--- src/logic/iwd_defines.svh ---
// Purpose: Offsets, field positions, key codes and reset values of the watchdog registers.
// Assumes: Byte addresses on a 32-bit Avalon-MM slave; each register takes one word.
// Notes: Definitions only; the package holds the types.
`ifndef IWD_DEFINES_SVH
`define IWD_DEFINES_SVH

// Register byte offsets.
`define IWD_OFF_KEY 6'h00
`define IWD_OFF_CTRL 6'h04
`define IWD_OFF_RELOAD 6'h08
`define IWD_OFF_STATUS 6'h0C
`define IWD_OFF_WINDOW 6'h10
`define IWD_OFF_COUNT 6'h24

// Key codes.
`define IWD_KEY_START 16'hCCCC
`define IWD_KEY_REFRESH 16'hAAAA
`define IWD_KEY_UNLOCK 16'h5555
`define IWD_KEY_STOP1 16'h5A5A
`define IWD_KEY_STOP2 16'hA5A5

// Control field positions.
`define IWD_CTRL_PAUSE 5
`define IWD_CTRL_IE 4
`define IWD_CTRL_ACTION 3
`define IWD_CTRL_W 6

// Status field positions.
`define IWD_ST_RELOAD 5
`define IWD_ST_RUN 4
`define IWD_ST_OV 3
`define IWD_ST_WINDOW_UPDATE_PENDING 2
`define IWD_ST_RELOAD_UPDATE_PENDING 1
`define IWD_ST_CRF 0

// Reset values and counter constants.
`define IWD_CTRL_RST 6'h00
`define IWD_RELOAD_RST 12'hFFF
`define IWD_WINDOW_RST 12'hFFF
`define IWD_COUNT_START 12'hFFF
`define IWD_DIV_BASE 10'h004

`endif

--- src/logic/iwd_pkg.sv ---
// Purpose: Types shared by the watchdog register block.
// Assumes: Field layout as in iwd_defines.svh.
// Notes: Nothing is imported; users write iwd_pkg::name.
package iwd_pkg;

    // Control register fields, bit 5 down to bit 0.
    typedef struct packed {
        logic pause;
        logic ie;
        logic action;
        logic [2:0] clock_divider_select;
    } iwd_ctrl_t;

    // Progress of the two-step stop sequence.
    typedef enum logic {
        IWD_STOP_IDLE,
        IWD_STOP_ARMED
    } iwd_stop_t;

endpackage

--- src/logic/iwd_regs.sv ---
// Purpose: Independent watchdog with its register file on an Avalon-MM slave.
// Assumes: clk_sys at 100 MHz; slow oscillator and deep-sleep arrive asynchronously.
// Notes: Written values wait in shadows until the next slow oscillator edge.
//
// How it works
// RULE1: Key 0xCCCC starts the counter.
// RULE2: Key 0x5A5A then 0xA5A5 stops it.
// RULE3: Key 0x5555 unlocks control, reload, window.
// RULE4: Other keys relock; locked writes are ignored.
// RULE5: Control bit 5 pauses counting in deep sleep.
// RULE6: Control bit 4 enables the interrupt.
// RULE7: Control bit 3: reset or interrupt on overflow.
// RULE8: Control bits 2:0 divide by four shifted left.
// RULE9: Control write needs unlock and idle pending flag.
// RULE10: Reload is 12 bits, resets 0xFFF, guarded.
// RULE11: Software reads count twice until equal.
// RULE12: Window is 12 bits, resets 0xFFF, disabled.
// RULE13: Status bit 5 shows reload in progress.
// RULE14: Status bit 4 shows counter running.
// RULE15: Status bit 3 set on overflow, write 0 clears.
// RULE16: Status bit 2 shows window transfer pending.
// RULE17: Status bit 1 shows reload transfer pending.
// RULE18: Status bit 0 shows control transfer pending.
// RULE19: Start loads 0xFFF and counts down.
// RULE20: Key 0xAAAA reloads counter and relocks.
// RULE21: Zero count overflows, acts, and reloads.
// RULE22: Early reload resets; window write reloads.
// RULE23: Reserved bits and key register read zero.
//
// The implementer's own choice: register access over Avalon-MM.
`timescale 1ns/1ns
`include "iwd_defines.svh"

module iwd_regs (
    // Clock and reset.
    input wire logic clk_sys,
    input wire logic rst_b,
    // Avalon-MM slave.
    input wire logic [5:0] avs_address,
    input wire logic avs_read,
    input wire logic avs_write,
    input wire logic [31:0] avs_writedata,
    input wire logic [3:0] avs_byteenable,
    output logic [31:0] avs_readdata,
    output logic avs_waitrequest,
    // Asynchronous inputs.
    input wire logic slow_oscillator,
    input wire logic deep_sleep,
    // Watchdog actions.
    output logic wdt_reset_req,
    output logic wdt_irq
);

    // Returns true when a request addresses the given offset.
    function automatic logic hit(input logic [5:0] addr, input logic [5:0] off);
        hit = (addr == off);
    endfunction

    // Division ratio minus one for a prescaler code.
    function automatic logic [9:0] div_last(input logic [2:0] clock_divider_select);
        div_last = (`IWD_DIV_BASE << clock_divider_select) - 10'h001;
    endfunction

    // Bus answer and read data.
    logic ack_ff;
    logic [31:0] rdata_ff;

    // Synchronisers for the asynchronous pins.
    logic osc_s1_ff;
    logic osc_s2_ff;
    logic osc_s3_ff;
    logic slp_s1_ff;
    logic slp_s2_ff;

    // Lock and stop sequence.
    logic unlocked_ff;
    iwd_pkg::iwd_stop_t stop_ff;

    // Shadows written by software and the copies the counter uses.
    iwd_pkg::iwd_ctrl_t ctrl_sh_ff;
    iwd_pkg::iwd_ctrl_t ctrl_ff;
    logic [11:0] arr_sh_ff;
    logic [11:0] arr_ff;
    logic [11:0] win_sh_ff;
    logic [11:0] win_ff;

    // Pending flags and counter state.
    logic crf_ff;
    logic reload_update_pending_ff;
    logic window_update_pending_ff;
    logic reload_pend_ff;
    logic run_ff;
    logic ov_ff;
    logic [11:0] cnt_ff;
    logic [9:0] div_ff;

    // Action outputs.
    logic rst_req_ff;
    logic irq_ff;

    // Decoded strobes and events.
    logic do_wr;
    logic do_rd;
    logic key_wr;
    logic [15:0] key;
    logic slow_edge;
    logic tick;
    logic overflow;
    logic refresh;
    logic early_reload;

    // One wait state: the request is answered on its second cycle.
    assign avs_waitrequest = (avs_read | avs_write) & ~ack_ff;
    assign do_wr = avs_write & ack_ff;
    assign do_rd = avs_read & ack_ff;

    // Outputs are driven straight from their flops.
    assign avs_readdata = rdata_ff;
    assign wdt_reset_req = rst_req_ff;
    assign wdt_irq = irq_ff;

    // Acknowledge flop; it drops after each answer so requests never merge.
    always_ff @(posedge clk_sys or negedge rst_b) begin
        if (!rst_b) begin
            ack_ff <= 1'b0;
        end else begin
            ack_ff <= (avs_read | avs_write) & ~ack_ff;
        end
    end

    // Key writes need both low byte lanes so a half code never acts.
    assign key_wr = do_wr & hit(avs_address, `IWD_OFF_KEY) & (&avs_byteenable[1:0]);
    assign key = avs_writedata[15:0];
    assign refresh = key_wr & (key == `IWD_KEY_REFRESH) & run_ff;

    // Two flops bring the slow clock in; a third gives the edge.
    always_ff @(posedge clk_sys or negedge rst_b) begin
        if (!rst_b) begin
            osc_s1_ff <= 1'b0;
            osc_s2_ff <= 1'b0;
            osc_s3_ff <= 1'b0;
        end else begin
            osc_s1_ff <= slow_oscillator;
            osc_s2_ff <= osc_s1_ff;
            osc_s3_ff <= osc_s2_ff;
        end
    end

    // Two flops bring the deep-sleep level in before anything reads it.
    always_ff @(posedge clk_sys or negedge rst_b) begin
        if (!rst_b) begin
            slp_s1_ff <= 1'b0;
            slp_s2_ff <= 1'b0;
        end else begin
            slp_s1_ff <= deep_sleep;
            slp_s2_ff <= slp_s1_ff;
        end
    end

    // A rising edge of the synchronised slow clock, one cycle long.
    assign slow_edge = osc_s2_ff & ~osc_s3_ff;

    // Prescaler: one counting tick per 4 << prs slow edges, held in deep sleep when the pause bit is set.
    assign tick = slow_edge & run_ff & (div_ff == div_last(ctrl_ff.clock_divider_select))
        & ~(ctrl_ff.pause & slp_s2_ff); // [RULE8] [RULE5]
    assign overflow = tick & (cnt_ff == 12'h000); // [RULE21]

    // Counts slow edges; it restarts whenever the watchdog is stopped.
    always_ff @(posedge clk_sys or negedge rst_b) begin
        if (!rst_b) begin
            div_ff <= 10'h000;
        end else if (!run_ff) begin
            div_ff <= 10'h000;
        end else if (slow_edge && !(ctrl_ff.pause && slp_s2_ff)) begin // [RULE5]
            if (div_ff >= div_last(ctrl_ff.clock_divider_select)) begin // [RULE8]
                div_ff <= 10'h000;
            end else begin
                div_ff <= div_ff + 10'h001;
            end
        end
    end

    // Lock: only the unlock code opens; every other key closes.
    always_ff @(posedge clk_sys or negedge rst_b) begin
        if (!rst_b) begin
            unlocked_ff <= 1'b0;
        end else if (key_wr) begin
            unlocked_ff <= (key == `IWD_KEY_UNLOCK); // [RULE3] [RULE4] [RULE20]
        end
    end

    // Stop sequence: the second code must be the very next key write.
    always_ff @(posedge clk_sys or negedge rst_b) begin
        if (!rst_b) begin
            stop_ff <= iwd_pkg::IWD_STOP_IDLE;
        end else if (key_wr) begin
            case (stop_ff)
                iwd_pkg::IWD_STOP_IDLE: begin
                    if (key == `IWD_KEY_STOP1) begin
                        stop_ff <= iwd_pkg::IWD_STOP_ARMED; // [RULE2]
                    end
                end
                iwd_pkg::IWD_STOP_ARMED: begin
                    if (key == `IWD_KEY_STOP1) begin
                        stop_ff <= iwd_pkg::IWD_STOP_ARMED;
                    end else begin
                        stop_ff <= iwd_pkg::IWD_STOP_IDLE;
                    end
                end
                default: begin
                    // An unknown state falls back to idle.
                    stop_ff <= iwd_pkg::IWD_STOP_IDLE;
                end
            endcase
        end
    end

    // Control shadow and transfer to the counting logic on a slow edge.
    always_ff @(posedge clk_sys or negedge rst_b) begin
        if (!rst_b) begin
            ctrl_sh_ff <= `IWD_CTRL_RST;
            ctrl_ff <= `IWD_CTRL_RST;
            crf_ff <= 1'b0;
        end else begin
            if (do_wr && hit(avs_address, `IWD_OFF_CTRL) && avs_byteenable[0]
                && unlocked_ff && !crf_ff) begin // [RULE9] [RULE4]
                ctrl_sh_ff <= avs_writedata[`IWD_CTRL_W-1:0];
                crf_ff <= 1'b1; // [RULE18]
            end else if (crf_ff && slow_edge) begin
                ctrl_ff <= ctrl_sh_ff;
                crf_ff <= 1'b0; // [RULE18]
            end
        end
    end

    // Reload value shadow and transfer.
    always_ff @(posedge clk_sys or negedge rst_b) begin
        if (!rst_b) begin
            arr_sh_ff <= `IWD_RELOAD_RST;
            arr_ff <= `IWD_RELOAD_RST;
            reload_update_pending_ff <= 1'b0;
        end else begin
            if (do_wr && hit(avs_address, `IWD_OFF_RELOAD) && (&avs_byteenable[1:0])
                && unlocked_ff && !reload_update_pending_ff) begin // [RULE10] [RULE4]
                arr_sh_ff <= avs_writedata[11:0];
                reload_update_pending_ff <= 1'b1; // [RULE17]
            end else if (reload_update_pending_ff && slow_edge) begin
                arr_ff <= arr_sh_ff;
                reload_update_pending_ff <= 1'b0; // [RULE17]
            end
        end
    end

    // Window shadow and transfer; the transfer itself asks for a reload.
    always_ff @(posedge clk_sys or negedge rst_b) begin
        if (!rst_b) begin
            win_sh_ff <= `IWD_WINDOW_RST;
            win_ff <= `IWD_WINDOW_RST; // [RULE12]
            window_update_pending_ff <= 1'b0;
        end else begin
            if (do_wr && hit(avs_address, `IWD_OFF_WINDOW) && (&avs_byteenable[1:0])
                && unlocked_ff && !window_update_pending_ff) begin // [RULE4]
                win_sh_ff <= avs_writedata[11:0]; // [RULE12]
                window_update_pending_ff <= 1'b1; // [RULE16]
            end else if (window_update_pending_ff && slow_edge) begin
                win_ff <= win_sh_ff;
                window_update_pending_ff <= 1'b0; // [RULE16]
            end
        end
    end

    // Reload request: set by refresh or window transfer, done on a slow edge.
    always_ff @(posedge clk_sys or negedge rst_b) begin
        if (!rst_b) begin
            reload_pend_ff <= 1'b0;
        end else if (refresh || (window_update_pending_ff && slow_edge)) begin
            reload_pend_ff <= 1'b1; // [RULE13] [RULE22]
        end else if (slow_edge) begin
            reload_pend_ff <= 1'b0; // [RULE13]
        end
    end

    // Run flag: start code sets it, completed stop sequence clears it.
    always_ff @(posedge clk_sys or negedge rst_b) begin
        if (!rst_b) begin
            run_ff <= 1'b0;
        end else if (key_wr && key == `IWD_KEY_START) begin
            run_ff <= 1'b1; // [RULE1] [RULE14]
        end else if (key_wr && key == `IWD_KEY_STOP2 && stop_ff == iwd_pkg::IWD_STOP_ARMED) begin
            run_ff <= 1'b0; // [RULE2] [RULE14]
        end
    end

    // Down counter. A start while running keeps the count.
    // Reloads win over ticks, so a refresh never loses to a decrement.
    always_ff @(posedge clk_sys or negedge rst_b) begin
        if (!rst_b) begin
            cnt_ff <= `IWD_COUNT_START;
        end else if (key_wr && key == `IWD_KEY_START && !run_ff) begin
            cnt_ff <= `IWD_COUNT_START; // [RULE19]
        end else if (reload_pend_ff && slow_edge) begin
            cnt_ff <= arr_ff; // [RULE20] [RULE22]
        end else if (overflow) begin
            cnt_ff <= arr_ff; // [RULE21]
        end else if (tick) begin
            cnt_ff <= cnt_ff - 12'h001; // [RULE19]
        end
    end

    // A refresh while the count is above the window value is too early.
    assign early_reload = refresh & (cnt_ff > win_ff); // [RULE22]

    // Overflow flag: hardware set wins over a software clear in the same cycle.
    always_ff @(posedge clk_sys or negedge rst_b) begin
        if (!rst_b) begin
            ov_ff <= 1'b0;
        end else if (overflow) begin
            ov_ff <= 1'b1; // [RULE15]
        end else if (do_wr && hit(avs_address, `IWD_OFF_STATUS) && avs_byteenable[0]
            && !avs_writedata[`IWD_ST_OV]) begin
            ov_ff <= 1'b0; // [RULE15]
        end
    end

    // Reset request: one-cycle pulse on overflow in reset mode or on an early refresh.
    always_ff @(posedge clk_sys or negedge rst_b) begin
        if (!rst_b) begin
            rst_req_ff <= 1'b0;
        end else begin
            rst_req_ff <= (overflow && !ctrl_ff.action) || early_reload; // [RULE7] [RULE22]
        end
    end

    // Interrupt: a level that follows the overflow flag in interrupt mode with the interrupt enable bit set.
    always_ff @(posedge clk_sys or negedge rst_b) begin
        if (!rst_b) begin
            irq_ff <= 1'b0;
        end else begin
            irq_ff <= ov_ff && ctrl_ff.action && ctrl_ff.ie; // [RULE6] [RULE7]
        end
    end

    // Read data, latched at the edge that raises the acknowledge.
    always_ff @(posedge clk_sys or negedge rst_b) begin
        if (!rst_b) begin
            rdata_ff <= 32'h0000_0000;
        end else if (avs_read && !ack_ff) begin
            // Reserved bits, the key word and unmapped words read as zero.
            rdata_ff <= 32'h0000_0000; // [RULE23]
            if (hit(avs_address, `IWD_OFF_CTRL)) begin
                rdata_ff[`IWD_CTRL_W-1:0] <= ctrl_sh_ff;
            end else if (hit(avs_address, `IWD_OFF_RELOAD)) begin
                rdata_ff[11:0] <= arr_sh_ff;
            end else if (hit(avs_address, `IWD_OFF_WINDOW)) begin
                rdata_ff[11:0] <= win_sh_ff;
            end else if (hit(avs_address, `IWD_OFF_COUNT)) begin
                rdata_ff[11:0] <= cnt_ff; // [RULE11]
            end else if (hit(avs_address, `IWD_OFF_STATUS)) begin
                rdata_ff[`IWD_ST_RELOAD] <= reload_pend_ff; // [RULE13]
                rdata_ff[`IWD_ST_RUN] <= run_ff; // [RULE14]
                rdata_ff[`IWD_ST_OV] <= ov_ff; // [RULE15]
                rdata_ff[`IWD_ST_WINDOW_UPDATE_PENDING] <= window_update_pending_ff; // [RULE16]
                rdata_ff[`IWD_ST_RELOAD_UPDATE_PENDING] <= reload_update_pending_ff; // [RULE17]
                rdata_ff[`IWD_ST_CRF] <= crf_ff; // [RULE18]
            end
        end
    end

    // Reads are answered without side effects.
    logic unused_rd;
    assign unused_rd = do_rd;

endmodule

--- config.mk ---
export PLATFORM = sky130hd
export DESIGN_NAME = iwd_regs
export DESIGN_NICKNAME = d
export VERILOG_FILES = /design/src/logic/iwd_pkg.sv /design/src/logic/iwd_regs.sv
export VERILOG_INCLUDE_DIRS = /design/src /design/src/logic
export SDC_FILE = /design/constraint.sdc
export NUM_CORES = 1
export LEC_CHECK = 0
export BUFFER_PORTS_ARGS = -buffer_cell sky130_fd_sc_hd__buf_2
export CAP_MARGIN = 10
export CORE_MARGIN = 4
export CORE_UTILIZATION = 50
export CTS_BUF_LIST = sky130_fd_sc_hd__clkbuf_4
export CTS_CLUSTER_DIAMETER = 50
export DETAILED_ROUTE_END_ITERATION = 7
export GPL_TIMING_DRIVEN = 0
export HOLD_SLACK_MARGIN = 0.12
export PLACE_DENSITY = 0.74
export SYNTH_ARGS = -nofsm -noshare
export SYNTH_HDL_FRONTEND = slang
export SYNTH_SLANG_ARGS = --single-unit
--- constraint.sdc ---
create_clock -name clk_sys -period 2.4 [get_ports clk_sys]
set_input_delay 0.24 -clock clk_sys [delete_from_list [all_inputs] [get_ports clk_sys]]
set_output_delay 0.24 -clock clk_sys [all_outputs]
set_load 0.05 [all_outputs]
Yosys cells after proc, flatten, opt, wreduce, memory -nomap -nowiden --
Index checks and enable logic that the tools add are counted.
Cells by class: add/subtract/negate cells 3, order comparisons 2, eq/ne operators 12, shift-type cells 1, mux-type cells 27, bitwise operators 20, reduce and logical (&&, ||, !) cells 52
Operators with widths (number):
- $mux 12 | 6
- $eq 16x16->1 const B | 3
- $eq 16x15->1 const B | 2
- $mux 10 | 3
- $mux 6 | 5
- $logic_and 1x1->1 | 29
- $and 1x1->1 | 13
- $mux 1 | 13
- $eq 6x4->1 const B | 2
- $gt 12x12->1 | 1
- $logic_not 12->1 | 1
- $reduce_bool 2->1 | 6
- $sub 12x1->12 const B | 1
- $add 10x1->10 const B | 1
- $eq 10x10->1 | 1
- $ge 10x10->1 | 1
- $shl 3x3->10 const A | 1
- $sub 10x1->10 const B | 1
- $logic_not 1->1 | 8
- $reduce_and 2->1 | 4
- $eq 6x3->1 const B | 1
- $eq 6x5->1 const B | 1
- $eq 6x6->1 const B | 1
- $logic_not 6->1 | 1
- other kinds (5) | 11
Storage, ports and cells: register bits after elaboration 110, input port bits 48, output and inout port bits 35, logic and storage cells 148

Longest topological paths before layout --
word-level depth 9, depth in mapped cells 9, depth with buffers taken out 8

Worst setup path before layout --
Ideal clock, no wire load.
path kind reg2reg, start point reg cnt_ff[0], end point reg cnt_ff[11], library setup time 0.076 ns, arrival 2.006 ns, required time 2.324 ns, setup slack 0.318 ns, stages on the path, launching flop included 10, buffers on the path 1, clock period less this slack 2.082 ns, cell sequence dfstp_2 -> inv_1 -> ha_1 -> or4b_4 -> nor3_2 -> and3_1 -> buf_4 -> nor2_4 -> a21o_1 -> a22oi_2
On the way: longest elaborated chain between the ends 5, elaborated cells between the ends (all ways) 8, those cells by class add/sub (1); mux (4); bitwise (1); reduce/logical (2)
Ends and longest elaborated chain:
- start: declaration | RTL line iwd_regs.sv:94 | logic [11:0] cnt_ff;
- start signal: assignment | RTL line iwd_regs.sv:298 | cnt_ff <= `IWD_COUNT_START;
- start signal: assignment | RTL line iwd_regs.sv:300 | cnt_ff <= `IWD_COUNT_START;
- start signal: assignment | RTL line iwd_regs.sv:302 | cnt_ff <= arr_ff;
- $sub 12x1->12 / $logic_not 12->1 (equally long branches) | RTL line iwd_regs.sv:306, iwd_regs.sv:166
- $mux 12 / $and 1x1->1 (equally long branches) | RTL line iwd_regs.sv:305, iwd_regs.sv:166
- $mux 12 | RTL line iwd_regs.sv:303 | end else if (overflow) begin
- $mux 12 | RTL line iwd_regs.sv:301 | end else if (reload_pend_ff && slow_edge) begin
- $mux 12 | RTL line iwd_regs.sv:299 | end else if (key_wr && key == `IWD_KEY_START && !run_ff) begin
Parallel ways exist; a longest one is shown, timed or not. The select of a mux whose other input is x is not followed. A chain may end at the register's enable or synchronous reset.

Worst setup path after layout --
start point in avs_writedata[10], end point reg run_ff
On the way: longest elaborated chain between the ends 4, elaborated cells between the ends (all ways) 7, those cells by class eq/ne (2); mux (1); reduce/logical (4)
Ends and longest elaborated chain:
- start: declaration | RTL line iwd_regs.sv:42 | input wire logic [31:0] avs_writedata,
- $eq 16x16->1 (no source line)
- $logic_and 1x1->1 (no source line)
- $logic_and 1x1->1 | RTL line iwd_regs.sv:289 | end else if (key_wr && key == `IWD_KEY_STOP2 && stop_ff == iwd_pkg::IWD_STOP_ARMED) begin
- $reduce_bool 2->1 (no source line)
- end signal: assignment | RTL line iwd_regs.sv:286 | run_ff <= 1'b0;
- end signal: assignment | RTL line iwd_regs.sv:288 | run_ff <= 1'b1;
- end signal: assignment | RTL line iwd_regs.sv:290 | run_ff <= 1'b0;
- end: declaration | RTL line iwd_regs.sv:92 | logic run_ff;
Parallel ways exist; a longest one is shown, timed or not.

==> qor.yml <==
place:
  place_inst: 723
  dpl.hpwl_mm: 10.4
  place.gp.congestion: 0.891
  numPortBuffers: 44
yosys:
  synthesis.area_mm2: 0.00576
  yosys_warnings: 0
  syn_area_per_cell_um2: 11.1
  yosys_most_used_dff: "dfstp_2"
  synth_top_cell_by_area: "dfstp_2"
  ys_ff_latch: 110
  yosysSeqAreaShare_pct: 49.1
  synth-edff-count: 0
  ys_types: 67
  synth_top_cells_by_area: "dfstp_2 27%, dfrtp_1 22%, mux2_2 10%"
  synth_cells: 519
  async_flop_share_pct: 100
  synth_top_area_share_pct: 27.4
sta:
  clock_skew_ns: 0.0254
  fmaxAchievable_mhz: 432
  period_needed_ns: 2.31
  timing.final.hold_violations: 0
  worst_slew_pin_slew_ns: 0.646
  fin_crit_sh_pct: 96.4
  relSlewSlack_pct: 56.9
  tns_ns: 0
  slew_violations: 0
  setup_viol: 0
outcome:
  status: "finished, final reports clean"
cts:
  path_clk_slew_ns: 0.17
  cts.path.max_buffers: 2
  clock_latency_ns: 0.49
  clock_sinks: 110
  h-tree-depth: 3
  cts_tree: "yes"
  cts_root_buf: "clkbuf_4"
  cts_buffers: 9
pwr:
  p_per_area_mw_per_mm2: 504
  peakVddDrop_v: 0.000387
  leakagePower_nw: 3.06
floorplan:
  placementRows: 38
  core_mm2: 0.0111
  die_h_um: 115
  ios: 83
  die_width_um: 115
  die_area_mm2: 0.0133
  start_util_pct: 52.0
routing:
  ant_nets: 0
  routed_via_density: 5.88
  wire_per_inst_um: 18.2
  drt-pass1-iter-count: 5
  drtIter0Drc: 285
  routed_wl_mm: 14.0
  drcViolationCount: 0
  vias: 4512
global_route:
  grt_antenna_before_repair: 0
  grt_overflow: 0
  grt_pass1_wl_mm: 23.3
  grt_pass1_vias: 4555
  grt_usage_pct: 22.5
  grt_max_degree: 75
final_layout:
  fill_cells: 877
  final_net_count: 692
  area_growth_pct: 16.7
  drive_gt1_share_pct: 36.5
  n_antenna_cell: 0
  final_cell_count_no_fill: 767
worst_setup_path:
  worstSetupStartpointType: "input port"
  crit_path_max_fanout: 4
  endpoint_kind: "flip-flop"
  worst_ep_arrival_time_ns: 2.70
  path_class: "in -> reg"
  required_ns: 2.79
job:
  maxCapViolations: 0
worst_hold_path:
  hp-class: "in -> reg"
[cells by family after synthesis]
family	after synthesis	synth area share (%)
muxes	61	11.9
and+or+nand+nor	140	14.3
adders and majority gates	22	4.78
buffers and inverters	59	5.45
xor gates and xnor gates	2	0.304
AOI/OAI and AO/OA	123	14.1
other	2	0.130
DFF	110	49.1
[timing repair]
| action | 4_1_cts | 5_1_grt |
|---|---|---|
| endpoints found under the setup margin | 20 | 24 |
| endpoints found under the hold margin | 72 | 0 |
| resized for setup | 6 | 12 |
| buffers inserted | 0 | 6 |
| pin swaps | 0 | 3 |
| hold buffers | 22 | 0 |
[synth_stat cells (all sizes together) (3+ instances only)]
cell type  count
clkbuf        12
ha            22
o21ai         23
a22o           7
dfstp         60
nor4bb         6
and2           5
a21o          11
nand2         34
nand2b         9
nor2b          3
inv           19
o22ai          3
and3          10
a22oi          8
dfrtp         50
mux2          60
nor2          19
nor3          13
a21oi         34
a31oi          9
a222oi         6
buf           28
a2111oi        3
nor4           4
nand3         16
nand4          7
[metrics by stage]
stage	area (um^2)	hold WS (ns)	setup WS, ns	utilization (%)	total power [mW]
detailed placement	6260	0.231	-0.102	56.5	2.44
global placement	6230	0.335	-0.0463	56.2	2.42
global route	6730	0.212	-0.00663	60.7	3.55
finish	6730	0.181	0.0852	60.7	3.39
CTS	6630	0.165	0.0113	59.9	3.37
floorplan	5830	-0.0556	0.318	-	2.28
[sequential cells by signal, indices dropped and copies added, names as in the netlist, 6 cells and up]
signal        cells
div_ff           10
win_sh_ff        12
arr_sh_ff        12
ctrl_ff           6
win_ff           12
ctrl_sh_ff        6
avs_readdata     12
cnt_ff           12
arr_ff           12
[critical path, cell delays in order]
cell and delay (ns):
dlygate4sd3_1 0.52, buf_2 0.16, nor4bb_4 0.31, nand4_1 0.17, or4b_1 0.52, o21ai_1 0.14, o31ai_1 0.07, dlygate4sd3_1 0.55
[power breakdown]
part / total (mW) / leakage [nW] / switching, mW / internal [mW]
Sequential: 1.99 / 1.30 / 0.0708 / 1.92
Combinational: 0.494 / 1.69 / 0.295 / 0.199
Clock: 0.905 / 0.0698 / 0.667 / 0.238
[routing by layer]
| layer | vias to the layer above | wire length, um | GRT usage, % | share of wire, % |
|---|---|---|---|---|
| met5 | - | 0 | 0 | 0 |
| met4 | 0 | 375 | 8.37 | 2.7 |
| met3 | 27 | 871 | 3.79 | 6.2 |
| met2 | 186 | 6670 | 36.6 | 48 |
| met1 | 2205 | 6040 | 30.3 | 43 |
| li1 | 2094 | - | - | - |
[final cells by class]
cell class | instances | area, um^2 | share of cell area (%)
Multi-Input combinational cell | 369 | 2760 | 41.0
Tap cell | 140 | 175 | 2.60
Buffer | 40 | 246 | 3.66
Inverter | 19 | 71.3 | 1.06
Clock buffer | 9 | 67.6 | 1.00
Timing Repair Buffer | 73 | 515 | 7.66
Clock inverter | 7 | 62.6 | 0.930
Sequential cell | 110 | 2830 | 42.1
[worst paths after layout]
path | startpoint | end | depth (start not counted) | slack [ns]
setup / recovery | avs_writedata[10] | run_ff$_DFFE_PN0P_ | 8 | 0.09
hold / removal | avs_address[4] | stop_ff$_DFFE_PN0P_ | 4 | 0.18
setup reg to reg | ctrl_ff[2]$_DFFE_PN0P_ | cnt_ff[9]$_DFFE_PN1P_ | 9 | 0.13
hold reg to reg | osc_s1_ff$_DFF_PN0_ | osc_s2_ff$_DFF_PN0_ | 0 | 0.37
max in group asynchronous | rst_b | arr_ff[1]$_DFFE_PN1P_ | 3 | 1.40
min in group asynchronous | rst_b | avs_readdata[7]$_DFFE_PN0P_ | 2 | 0.27
[layout by cell type, fill, tap and decap left out, types with 5 or more instances in the layout]
| cell | instances |
|---|---|
| a222oi_1 | 6 |
| clkbuf_1 | 11 |
| dlygate4sd3_1 | 22 |
| nor3_1 | 12 |
| nor4bb_1 | 5 |
| inv_1 | 17 |
| dfstp_2 | 60 |
| mux2_2 | 52 |
| buf_4 | 28 |
| o21ai_1 | 11 |
| nor2_1 | 17 |
| clkbuf_4 | 10 |
| nand4_1 | 7 |
| ha_1 | 21 |
| buf_2 | 47 |
| mux2_1 | 8 |
| and3_1 | 10 |
| conb_1 | 21 |
| nand3_1 | 15 |
| a22o_1 | 6 |
| nand2b_1 | 9 |
| a21oi_1 | 34 |
| a31oi_1 | 9 |
| dfrtp_1 | 48 |
| a21o_1 | 11 |
| a22oi_1 | 7 |
| o21ai_0 | 12 |
| nand2_1 | 34 |
Note: power is estimated with default switching activity, not from simulation.
